===== src/include/atdsl_map.svh =====
/*
 Register offsets, field positions, reset values and timing counts of the
 delayed conversion trigger block. Assumes inclusion by bare name.
*/
`ifndef ATDSL_MAP_SVH
`define ATDSL_MAP_SVH
`define ATDSL_OFF_CTRL       12'h000
`define ATDSL_OFF_PERIOD     12'h004
`define ATDSL_OFF_DUTY_BUF   12'h008
`define ATDSL_OFF_DELAY_A    12'h00C
`define ATDSL_OFF_SKIP_CFG   12'h010
`define ATDSL_OFF_STATUS     12'h014
`define ATDSL_OFF_IRQ_EN     12'h018
`define ATDSL_OFF_IRQ_CLR    12'h01C
`define ATDSL_OFF_COUNT      12'h020
`define ATDSL_CTRL_RUN       0
`define ATDSL_CTRL_LINK_TRGH 1
`define ATDSL_SKIP_CNT_LSB   0
`define ATDSL_SKIP_VALID     3'h2
`define ATDSL_RST_PERIOD     16'h52D0
`define ATDSL_RST_DUTY       16'h3E80
`define ATDSL_RST_DELAY_A    16'h4650
`define ATDSL_RST_SKIP       3'h2
`define ATDSL_PRESCALE_DIV   4
`define ATDSL_ST_TRIG        0
`define ATDSL_ST_PEAK        1
`define ATDSL_ST_TROUGH      2
`define ATDSL_ST_SUPPR       3
`endif


===== src/include/atdsl_pkg.sv =====
/*
 Types of the delayed conversion trigger block.
 Assumes nothing of its surroundings.
*/
package atdsl_pkg;
    typedef enum logic [0:0] {
        ATDSL_DIR_UP   = 1'b0,
        ATDSL_DIR_DOWN = 1'b1
    } atdsl_dir_e;

    typedef struct packed {
        logic        link_trough;
        logic [2:0]  skip_count;
        logic [15:0] period;
        logic [15:0] duty;
        logic [15:0] delay_a;
    } atdsl_cfg_s;

    typedef logic [3:0] atdsl_evt_t;
endpackage : atdsl_pkg


===== src/verilog/atdsl_top.sv =====
/*
 Complementary PWM pair with a delayed conversion start trigger gated by
 peak or trough interrupt skipping, registers on AXI4-Lite.
 Assumes aclk at 250 MHz and a converter that samples the trigger pulse.
*/
`include "atdsl_map.svh"
`timescale 1ns/1ps
`default_nettype none

module atdsl_top
    import atdsl_pkg::*;
(
    input  wire logic        aclk,
    input  wire logic        aresetn,
    input  wire logic [11:0] s_axi_awaddr,
    input  wire logic        s_axi_awvalid,
    output logic             s_axi_awready,
    input  wire logic [31:0] s_axi_wdata,
    input  wire logic [3:0]  s_axi_wstrb,
    input  wire logic        s_axi_wvalid,
    output logic             s_axi_wready,
    output logic [1:0]       s_axi_bresp,
    output logic             s_axi_bvalid,
    input  wire logic        s_axi_bready,
    input  wire logic [11:0] s_axi_araddr,
    input  wire logic        s_axi_arvalid,
    output logic             s_axi_arready,
    output logic [31:0]      s_axi_rdata,
    output logic [1:0]       s_axi_rresp,
    output logic             s_axi_rvalid,
    input  wire logic        s_axi_rready,
    output logic             pwm_pos_r,
    output logic             pwm_neg_r,
    output logic             trigger_monitor_pin,
    output logic             irq
);
    atdsl_cfg_s  cfg_r;
    logic        run_r;
    logic [1:0]  pre_r;
    logic        tick;
    logic [15:0] timer_count;
    atdsl_dir_e  dir_r;
    logic [15:0] duty_act_r;
    logic [2:0]  peak_skip_counter;
    logic [2:0]  trough_skip_counter;
    logic        peak_compare_irq;
    logic        trough_underflow_irq;
    logic        delay_match;
    logic        trig_ok;
    atdsl_evt_t  status_r;
    atdsl_evt_t  irq_en_r;
    atdsl_evt_t  evt;
    logic        aw_held_r;
    logic        w_held_r;
    logic [11:0] awaddr_r;
    logic [31:0] wdata_r;
    logic [3:0]  wstrb_r;
    logic        wr_go;
    logic        ar_go;
    logic [31:0] rd_word;
    logic        clr_pulse;
    atdsl_evt_t  clr_mask;

    // Byte lane merge for a 16-bit register
    function automatic logic [15:0] merge16(input logic [15:0] old, input logic [31:0] d,
                                            input logic [3:0] s);
        merge16 = {s[1] ? d[15:8] : old[15:8], s[0] ? d[7:0] : old[7:0]};
    endfunction : merge16

    // Skip counter step: wraps back to zero after reaching the configured count
    function automatic logic [2:0] skip_step(input logic [2:0] c, input logic [2:0] lim);
        skip_step = (c >= lim) ? 3'h0 : 3'(c + 3'h1);
    endfunction : skip_step

    // Prescaler, one timer step per four clock ticks
    always_ff @(posedge aclk)
    begin
        if (!aresetn || !run_r)
            pre_r <= 2'h0;
        else
            pre_r <= 2'(pre_r + 2'h1);
    end
    assign tick = run_r && (pre_r == 2'(`ATDSL_PRESCALE_DIV - 1));

    // Up/down counter between zero and the period, cleared while stopped
    always_ff @(posedge aclk)
    begin
        if (!aresetn || !run_r)
        begin
            timer_count <= 16'h0000;
            dir_r       <= ATDSL_DIR_UP;
        end
        else if (tick)
        begin
            if (dir_r == ATDSL_DIR_UP)
            begin
                if (timer_count >= cfg_r.period)
                begin
                    dir_r       <= ATDSL_DIR_DOWN;
                    timer_count <= 16'(timer_count - 16'h0001);
                end
                else
                    timer_count <= 16'(timer_count + 16'h0001);
            end
            else if (timer_count == 16'h0000)
            begin
                dir_r       <= ATDSL_DIR_UP;
                timer_count <= 16'h0001;
            end
            else
                timer_count <= 16'(timer_count - 16'h0001);
        end
    end

    assign peak_compare_irq     = tick && dir_r == ATDSL_DIR_UP && timer_count >= cfg_r.period;
    assign trough_underflow_irq = tick && dir_r == ATDSL_DIR_DOWN && timer_count == 16'h0000;

    // Duty transfer only at the trough
    always_ff @(posedge aclk)
    begin
        if (!aresetn)
            duty_act_r <= `ATDSL_RST_DUTY;
        else if (trough_underflow_irq)
            duty_act_r <= cfg_r.duty;
    end

    // Complementary outputs, active low, pwm_pos_r initial high and pwm_neg_r initial low
    always_ff @(posedge aclk)
    begin
        if (!aresetn || !run_r)
        begin
            pwm_pos_r <= 1'b1;
            pwm_neg_r <= 1'b0;
        end
        else if (tick && timer_count == duty_act_r)
        begin
            pwm_pos_r <= (dir_r == ATDSL_DIR_DOWN);
            pwm_neg_r <= (dir_r == ATDSL_DIR_UP);
        end
    end

    // Skip counters for peak and trough interrupts
    always_ff @(posedge aclk)
    begin
        if (!aresetn || !run_r)
        begin
            peak_skip_counter   <= 3'h0;
            trough_skip_counter <= 3'h0;
        end
        else
        begin
            if (peak_compare_irq)
                peak_skip_counter <= skip_step(peak_skip_counter, cfg_r.skip_count);
            if (trough_underflow_irq)
                trough_skip_counter <= skip_step(trough_skip_counter, cfg_r.skip_count);
        end
    end

    assign delay_match = tick && dir_r == ATDSL_DIR_UP && timer_count == cfg_r.delay_a;
    assign trig_ok = cfg_r.link_trough ? (trough_skip_counter == cfg_r.skip_count)
                                       : (peak_skip_counter == cfg_r.skip_count);

    // Trigger pulse toward the converter
    always_ff @(posedge aclk)
    begin
        if (!aresetn)
            trigger_monitor_pin <= 1'b0;
        else
            trigger_monitor_pin <= delay_match && trig_ok;
    end

    assign evt = {delay_match && !trig_ok, trough_underflow_irq, peak_compare_irq,
                  delay_match && trig_ok};

    // Sticky status, set wins over clear
    always_ff @(posedge aclk)
    begin
        if (!aresetn)
            status_r <= 4'h0;
        else
            status_r <= (status_r & ~(clr_pulse ? clr_mask : 4'h0)) | evt;
    end

    always_ff @(posedge aclk)
    begin
        if (!aresetn)
            irq <= 1'b0;
        else
            irq <= |(status_r & irq_en_r);
    end

    // AXI4-Lite write channel capture
    always_ff @(posedge aclk)
    begin
        if (!aresetn)
        begin
            aw_held_r <= 1'b0;
            w_held_r  <= 1'b0;
            awaddr_r  <= 12'h000;
            wdata_r   <= 32'h0000_0000;
            wstrb_r   <= 4'h0;
        end
        else
        begin
            if (s_axi_awvalid && s_axi_awready)
            begin
                aw_held_r <= 1'b1;
                awaddr_r  <= s_axi_awaddr;
            end
            else if (wr_go)
                aw_held_r <= 1'b0;
            if (s_axi_wvalid && s_axi_wready)
            begin
                w_held_r <= 1'b1;
                wdata_r  <= s_axi_wdata;
                wstrb_r  <= s_axi_wstrb;
            end
            else if (wr_go)
                w_held_r <= 1'b0;
        end
    end

    assign wr_go     = aw_held_r && w_held_r && !s_axi_bvalid;
    assign clr_pulse = wr_go && awaddr_r == `ATDSL_OFF_IRQ_CLR && wstrb_r[0];
    assign clr_mask  = wdata_r[3:0];
    assign ar_go     = s_axi_arvalid && s_axi_arready;

    always_ff @(posedge aclk)
    begin
        if (!aresetn)
        begin
            s_axi_awready <= 1'b0;
            s_axi_wready  <= 1'b0;
            s_axi_bvalid  <= 1'b0;
            s_axi_bresp   <= 2'h0;
        end
        else
        begin
            s_axi_awready <= !aw_held_r && !(s_axi_awvalid && s_axi_awready) && !s_axi_bvalid;
            s_axi_wready  <= !w_held_r && !(s_axi_wvalid && s_axi_wready) && !s_axi_bvalid;
            if (wr_go)
            begin
                s_axi_bvalid <= 1'b1;
                s_axi_bresp  <= (awaddr_r > `ATDSL_OFF_IRQ_CLR || awaddr_r[1:0] != 2'h0)
                                ? 2'h2 : 2'h0;
            end
            else if (s_axi_bready)
                s_axi_bvalid <= 1'b0;
        end
    end

    // Register writes
    always_ff @(posedge aclk)
    begin
        if (!aresetn)
        begin
            run_r            <= 1'b0;
            cfg_r.link_trough <= 1'b0;
            cfg_r.skip_count <= `ATDSL_RST_SKIP;
            cfg_r.period     <= `ATDSL_RST_PERIOD;
            cfg_r.duty       <= `ATDSL_RST_DUTY;
            cfg_r.delay_a    <= `ATDSL_RST_DELAY_A;
            irq_en_r         <= 4'h0;
        end
        else if (wr_go)
        begin
            unique case (awaddr_r)
                `ATDSL_OFF_CTRL:
                    if (wstrb_r[0])
                    begin
                        run_r             <= wdata_r[`ATDSL_CTRL_RUN];
                        cfg_r.link_trough <= wdata_r[`ATDSL_CTRL_LINK_TRGH];
                    end
                `ATDSL_OFF_PERIOD:   cfg_r.period  <= merge16(cfg_r.period, wdata_r, wstrb_r);
                `ATDSL_OFF_DUTY_BUF: cfg_r.duty    <= merge16(cfg_r.duty, wdata_r, wstrb_r);
                `ATDSL_OFF_DELAY_A:  cfg_r.delay_a <= merge16(cfg_r.delay_a, wdata_r, wstrb_r);
                `ATDSL_OFF_SKIP_CFG:
                    if (wstrb_r[0])
                        cfg_r.skip_count <= wdata_r[`ATDSL_SKIP_CNT_LSB +: 3];
                `ATDSL_OFF_IRQ_EN:
                    if (wstrb_r[0])
                        irq_en_r <= wdata_r[3:0];
                default: ;
            endcase
        end
    end

    // Read data mux
    always_comb
    begin
        rd_word = 32'h0000_0000;
        unique case (s_axi_araddr)
            `ATDSL_OFF_CTRL:     rd_word = {30'h0, cfg_r.link_trough, run_r};
            `ATDSL_OFF_PERIOD:   rd_word = {16'h0, cfg_r.period};
            `ATDSL_OFF_DUTY_BUF: rd_word = {16'h0, cfg_r.duty};
            `ATDSL_OFF_DELAY_A:  rd_word = {16'h0, cfg_r.delay_a};
            `ATDSL_OFF_SKIP_CFG: rd_word = {29'h0, cfg_r.skip_count};
            `ATDSL_OFF_STATUS:   rd_word = {28'h0, status_r};
            `ATDSL_OFF_IRQ_EN:   rd_word = {28'h0, irq_en_r};
            `ATDSL_OFF_COUNT:    rd_word = {7'h0, dir_r, peak_skip_counter, trough_skip_counter,
                                            2'h0, timer_count};
            default:             rd_word = 32'h0000_0000;
        endcase
    end

    always_ff @(posedge aclk)
    begin
        if (!aresetn)
        begin
            s_axi_arready <= 1'b0;
            s_axi_rvalid  <= 1'b0;
            s_axi_rdata   <= 32'h0000_0000;
            s_axi_rresp   <= 2'h0;
        end
        else
        begin
            s_axi_arready <= !s_axi_rvalid && !ar_go && !s_axi_arready;
            if (ar_go)
            begin
                s_axi_rvalid <= 1'b1;
                s_axi_rdata  <= rd_word;
                s_axi_rresp  <= (s_axi_araddr > `ATDSL_OFF_COUNT || s_axi_araddr[1:0] != 2'h0
                                 || s_axi_araddr == `ATDSL_OFF_IRQ_CLR) ? 2'h2 : 2'h0;
            end
            else if (s_axi_rready)
                s_axi_rvalid <= 1'b0;
        end
    end
endmodule : atdsl_top

`default_nettype wire

===== config.mk =====
export PLATFORM = sky130hd
export DESIGN_NAME = atdsl_top
export DESIGN_NICKNAME = d
export VERILOG_FILES = /design/src/include/atdsl_pkg.sv /design/src/verilog/atdsl_top.sv
export VERILOG_INCLUDE_DIRS = /design/src /design/src/include
export SDC_FILE = /design/constraint.sdc
export NUM_CORES = 1
export LEC_CHECK = 0
export BUFFER_PORTS_ARGS = -buffer_cell sky130_fd_sc_hd__clkbuf_2
export CORE_MARGIN = 3
export CORE_UTILIZATION = 40
export DETAILED_ROUTE_END_ITERATION = 8
export GPL_ROUTABILITY_DRIVEN = 1
export GPL_TIMING_DRIVEN = 0
export PLACE_DENSITY_LB_ADDON = 0.15
export SKIP_CTS_REPAIR_TIMING = 1
export SLEW_MARGIN = 20
export SYNTH_ARGS = -nofsm -noshare
export SYNTH_HDL_FRONTEND = slang
export SYNTH_SLANG_ARGS = --single-unit

===== constraint.sdc =====
create_clock -name aclk -period 3.91 [get_ports aclk]
set_input_delay 0.1955 -clock aclk [delete_from_list [all_inputs] [get_ports aclk]]
set_output_delay 0.1955 -clock aclk [all_outputs]
set_load 0.05 [all_outputs]

# Yosys cells after proc, flatten, opt, wreduce, memory -nomap -nowiden
# Index checks and enable logic that the tools add are counted.
[word_totals]
out_inout_bits = 45
elab_cells = 144
reg_bits = 179
[op_classes]
bitwise_logic = 5
n_reduce_logical = 56
n_eq_ne = 19
magnitude_cmp = 5
addsub = 5
muxes = 20
[op_table]
columns = ["operator", "n"]
rows = [
  ["case mux 25 bit (8 select lines)", 1],
  ["== test 12 x 5 -> 1 bit (second input constant)", 7],
  ["== test 12 x 4 -> 1 bit (second input constant)", 4],
  ["2-to-1 mux 16 bit", 3],
  ["== test 16 bit", 2],
  ["AND reduction 3 bit", 9],
  ["== test 12 x 3 -> 1 bit (second input constant)", 2],
  ["logical NOT 12 bit", 2],
  ["logical AND 1 bit", 22],
  ["adder 16 x 1 -> 16 bit (second input constant)", 1],
  [">= comparator 16 bit", 1],
  ["logical NOT 16 bit", 1],
  ["subtractor 16 x 1 -> 16 bit (second input constant)", 1],
  ["== test 12 x 6 -> 1 bit (second input constant)", 1],
  ["greater-than comparator 12 x 5 -> 1 bit (second input constant)", 1],
  ["greater-than comparator 12 x 6 -> 1 bit (second input constant)", 1],
  ["nonzero test 2 bit", 6],
  ["logical NOT 1 bit", 11],
  ["2-to-1 mux 1 bit", 11],
  ["AND 4 bit", 2],
  ["adder 3 x 1 -> 3 bit (second input constant)", 2],
  ["== test 3 bit", 2],
  [">= comparator 3 bit", 2],
  ["2-to-1 mux 3 bit", 2],
  ["9 further kinds", 13],
]

# Depth between registers and ports, before layout
[logic_depth]
depth_word = 8
mapped_depth = 10
depth_no_buf = 8

# Least setup slack after synthesis
# No wires, ideal clock.
[synth_timing]
kind = "register to register"
from = "register timer_count[0]"
to = "register timer_count[12]"
arrival_ns = 2.324
required_ns = 3.788
slack_ns = 1.464
setup_time_ns = 0.122
path_stages_with_launch = 11
period_less_slack_ns = 2.446
path_cell_list = "dfxtp_1 clkbuf_1 inv_1 ha_1 a31oi_1 nor2b_1 o311ai_1 nand4b_1 clkbuf_1 nor3_1 nor3_1"
[synth_between]
elab_chain_len = 3
elab_cells_between_ends = 7
classes_between = "2 x add/sub; 1 x order compare; 3 x mux; 1 x reduce/logical"
[synth_lines]
columns = ["item", "line", "source"]
rows = [
  ["from (decl)", "atdsl_top.sv:41", "logic [15:0] timer_count;"],
  ["from (signal assigned)", "atdsl_top.sv:100", "timer_count <= 16'(timer_count - 16'h0001);"],
  ["from (signal assigned)", "atdsl_top.sv:103", "timer_count <= 16'(timer_count + 16'h0001);"],
  ["from (signal assigned)", "atdsl_top.sv:111", "timer_count <= 16'(timer_count - 16'h0001);"],
  ["adder 16 x 1 -> 16 bit (tied with other cells)", "atdsl_top.sv:103", ""],
  ["2-to-1 mux 16 bit (on tied branches)", "atdsl_top.sv:97, atdsl_top.sv:105", ""],
  ["2-to-1 mux 16 bit (*)", "atdsl_top.sv:95", "if (dir_r == ATDSL_DIR_UP)"],
]
# Mark *: on every way between the ends. The rest lies on a longest branch, timed or not.
# A chain may end at the register's enable or synchronous reset.

# Worst setup path in the final report
[layout_timing]
from = "register timer_count[0]"
to = "register timer_count[15]"
# Same word-level chain as after synthesis.

==> impl_metrics.ini <==
[worst_setup_path]
end_kind = register
cp_slowest_cell = nand4b_1
cp.depth = 9
crit_chain = clkbuf_1 > inv_1 > ha_1 > a31oi_1 > nor2b_1 > o311ai_1 > nand4b_1 > clkbuf_1 > a311oi_1
crit_top_cell = clkbuf_1
critPathLaunchType = register
crit_fanout = 10
worst_ep_arrival_time_ps = 3620
path_buf_inv = 3
r2r_cells = 9
max_stage_delay_ps = 480
setup.worst_path.class = register to register
critPathRequiredTime_ps = 4240
critPathTopFamily = buffers and inverters

[drt]
wl_met2_mm = 12.0
wl_per_cell_um = 18.4
drc = 0
maxUsedRoutingLayer = met4
drt_wl_total_mm = 26.1
detail-route-antenna-nets = 0
wl_met3_mm = 1.47
first_iter_violations = 600
drt-pass1-iter-count = 7
viasPerCell = 5.46
routedLengthMet1_mm = 11.9
dr_total_vias = 7776

[global_routing]
antenna_found_initial = 0
first_global_vias = 7212
grt.total_usage_pct = 23.0
grt_max_degree = 17
grt_remaining_overflow = 0
grt_pass1_wl_mm = 40.6

[sta]
setup_viol = 0
holdWs_ps = -22.4
grt_setup_unrepaired = no
fin_crit_sh_pct = 84.2
hold_viol_final = 14
relSlewSlack_pct = 34.0
setup_tns_ps = 0
final_max_slew_viol_count = 0
tightest_slew_ps = 982
fin_worst_skew_ps = 9.43
max_freq_mhz = 304
period_minus_slack_ps = 3290

[cts]
clkSinkCount = 168
cts_made_buffers = 17
insertion_delay_ps = 440
h-tree-depth = 4
clk_path_buf_depth = 2
cts_tree = done
root_buffer = clkbuf_16
clkTransAtPathRegs_ps = 70

[pwr]
clkPwrFrac_pct = 46.9
p_per_area_mw_per_mm2 = 372
power.total_mw = 3.71
p_comb_share_pct = 5.9
p_int_mw = 2.79
p_switching_mw = 0.924
irDropWorstVdd_uv = 271
p_leak_nw = 4.23
swShare_pct = 24.9
pwr-share-seq_pct = 47.2

[finish]
num_antenna_cells = 0
utilization_pct = 48.7
synthToLayoutAreaGrowth_pct = 18.1
fill_cells = 2062
design_area_mm2 = 0.00997
fin_nets = 1238
multi_input_area_mm2 = 0.00466
final-seq-area_mm2 = 0.00336
layout-drive-gt1-share_pct = 13.1

[logic_synthesis]
netlist.area_leader.share_pct = 39.8
ys.flop_type = dfxtp_1
synth-edff-count = 0
synthDistinctLibCells = 78
avgSynthCellArea_um2 = 8.29
seq_area_frac_synth_pct = 39.8
synth_seq_cells = 168
yosys_warnings = 0
yosys-top-cells-area = dfxtp_1 (40%), nand2_1 (7.9%), mux2i_1 (5.9%)
yosys.cell_count.top_type = nand2_1
async_flop_share_pct = 0
yosys.area.top_type = dfxtp_1
postSynthCellCount = 1019
yosys-top-cells-count = nand2_1 (177), dfxtp_1 (168), a21oi_1 (86)
synth_area_mm2 = 0.00845

[die]
core_mm2 = 0.0205
ios = 112
dieArea_mm2 = 0.0229
die_w_um = 151
die_y_um = 151
num_rows = 52
start_util_pct = 41.2

[min_path]
hold_depth = 3
hold_class = input port to register

[placement]
io_buffers = 79
place_congestion = 0.943
place_hpwl_mm = 20.0
post_dp_cell_area_mm2 = 0.00922

[status]
failed_checks = hold timing
status = finished with violations

[job]
cap_violations = 0
[worst register-to-register path, delay by kind of cell, from the launching register on]
kind                       cells  cell delay [ps]
buffers and inverters          3             1050
and+or+nand+nor                2              540
adders and majority gates      1              320
AOI/OAI and AO/OA              3              950
DFF                            1              330
[per-stage QoR]
step | std cells | setup WS, ps
floorplan | 1029 | 1460
global placement | 1378 | 718
detailed placement | 1378 | 710
CTS | 1409 | 680
global route | 1425 | 346
finish | 1425 | 618
[cell usage in the layout (no fill, tap or decap), drive strengths merged, types with 15 or more instances in the layout]
master       Yosys  layout
inv             30      34
xnor2           27      27
nor3            30      30
xor2            21      21
buf             24      24
mux2i           50      50
o21ai           40      40
nand4           15      15
dlygate4sd3      0      16
dfxtp          168     168
a21oi           86      86
nor2            72      72
nand2          177     177
clkbuf          50     149
ha              28      28
nand3           45      45
nor4            15      15
[per-layer routing]
layer | up-vias | global-route usage, %
li1 | 3812 | -
met1 | 3659 | 32.0
met2 | 259 | 36.1
met3 | 46 | 3.92
met4 | 0 | 8.07
met5 | - | 0
[state kept, by name, summed over array words and instances, names as in the netlist, 2 cells and up]
signal,count
s_axi_rdata,23
wdata_r,16
duty_act_r,16
irq_en_r,4
timer_count,16
awaddr_r,12
trough_skip_counter,3
cfg_r,52
pre_r,2
status_r,4
wstrb_r,2
peak_skip_counter,3
[final cells by class]
cell class,count,area share (%)
inverters,31,1.17
plain buffers,74,3.44
repair buffers,95,5.57
flip-flops and latches,168,33.7
clock buffers,20,4.58
clock inverters,11,1.39
multi-input cells,756,46.7
well taps,270,3.39
[power by group through the flow]
stage	Clock, mW	Sequential [mW]	Combinational, mW
after detailed placement	0	1.79	0.207
after floorplan	0	1.80	0.119
after global placement	0	1.79	0.207
final	1.74	1.75	0.218
after global routing	1.83	1.75	0.238
after CTS	1.77	1.75	0.207
[cell families after synthesis]
family | count (synthesis) | share of synthesized area [%]
multiplexers | 54 | 6.59
buffers and inverters | 105 | 5.44
XOR/XNOR | 48 | 4.98
flip-flops | 168 | 39.8
AO/OA/AOI/OAI | 207 | 15.4
other | 1 | 0.0444
adder cells (fa/ha/maj) | 28 | 4.15
AND/OR/NAND/NOR | 408 | 23.6
[path summary, 6_finish.rpt]
kind	from	to	slack [ps]
worst max-delay path	timer_count[0]	timer_count[15]	620
worst min-delay path	s_axi_wdata[8]	wdata_r[8]	-20
worst max register to register	timer_count[0]	timer_count[15]	620
worst min register to register	pre_r[0]	pre_r[0]	430
Power figures use the tool's default switching activity.
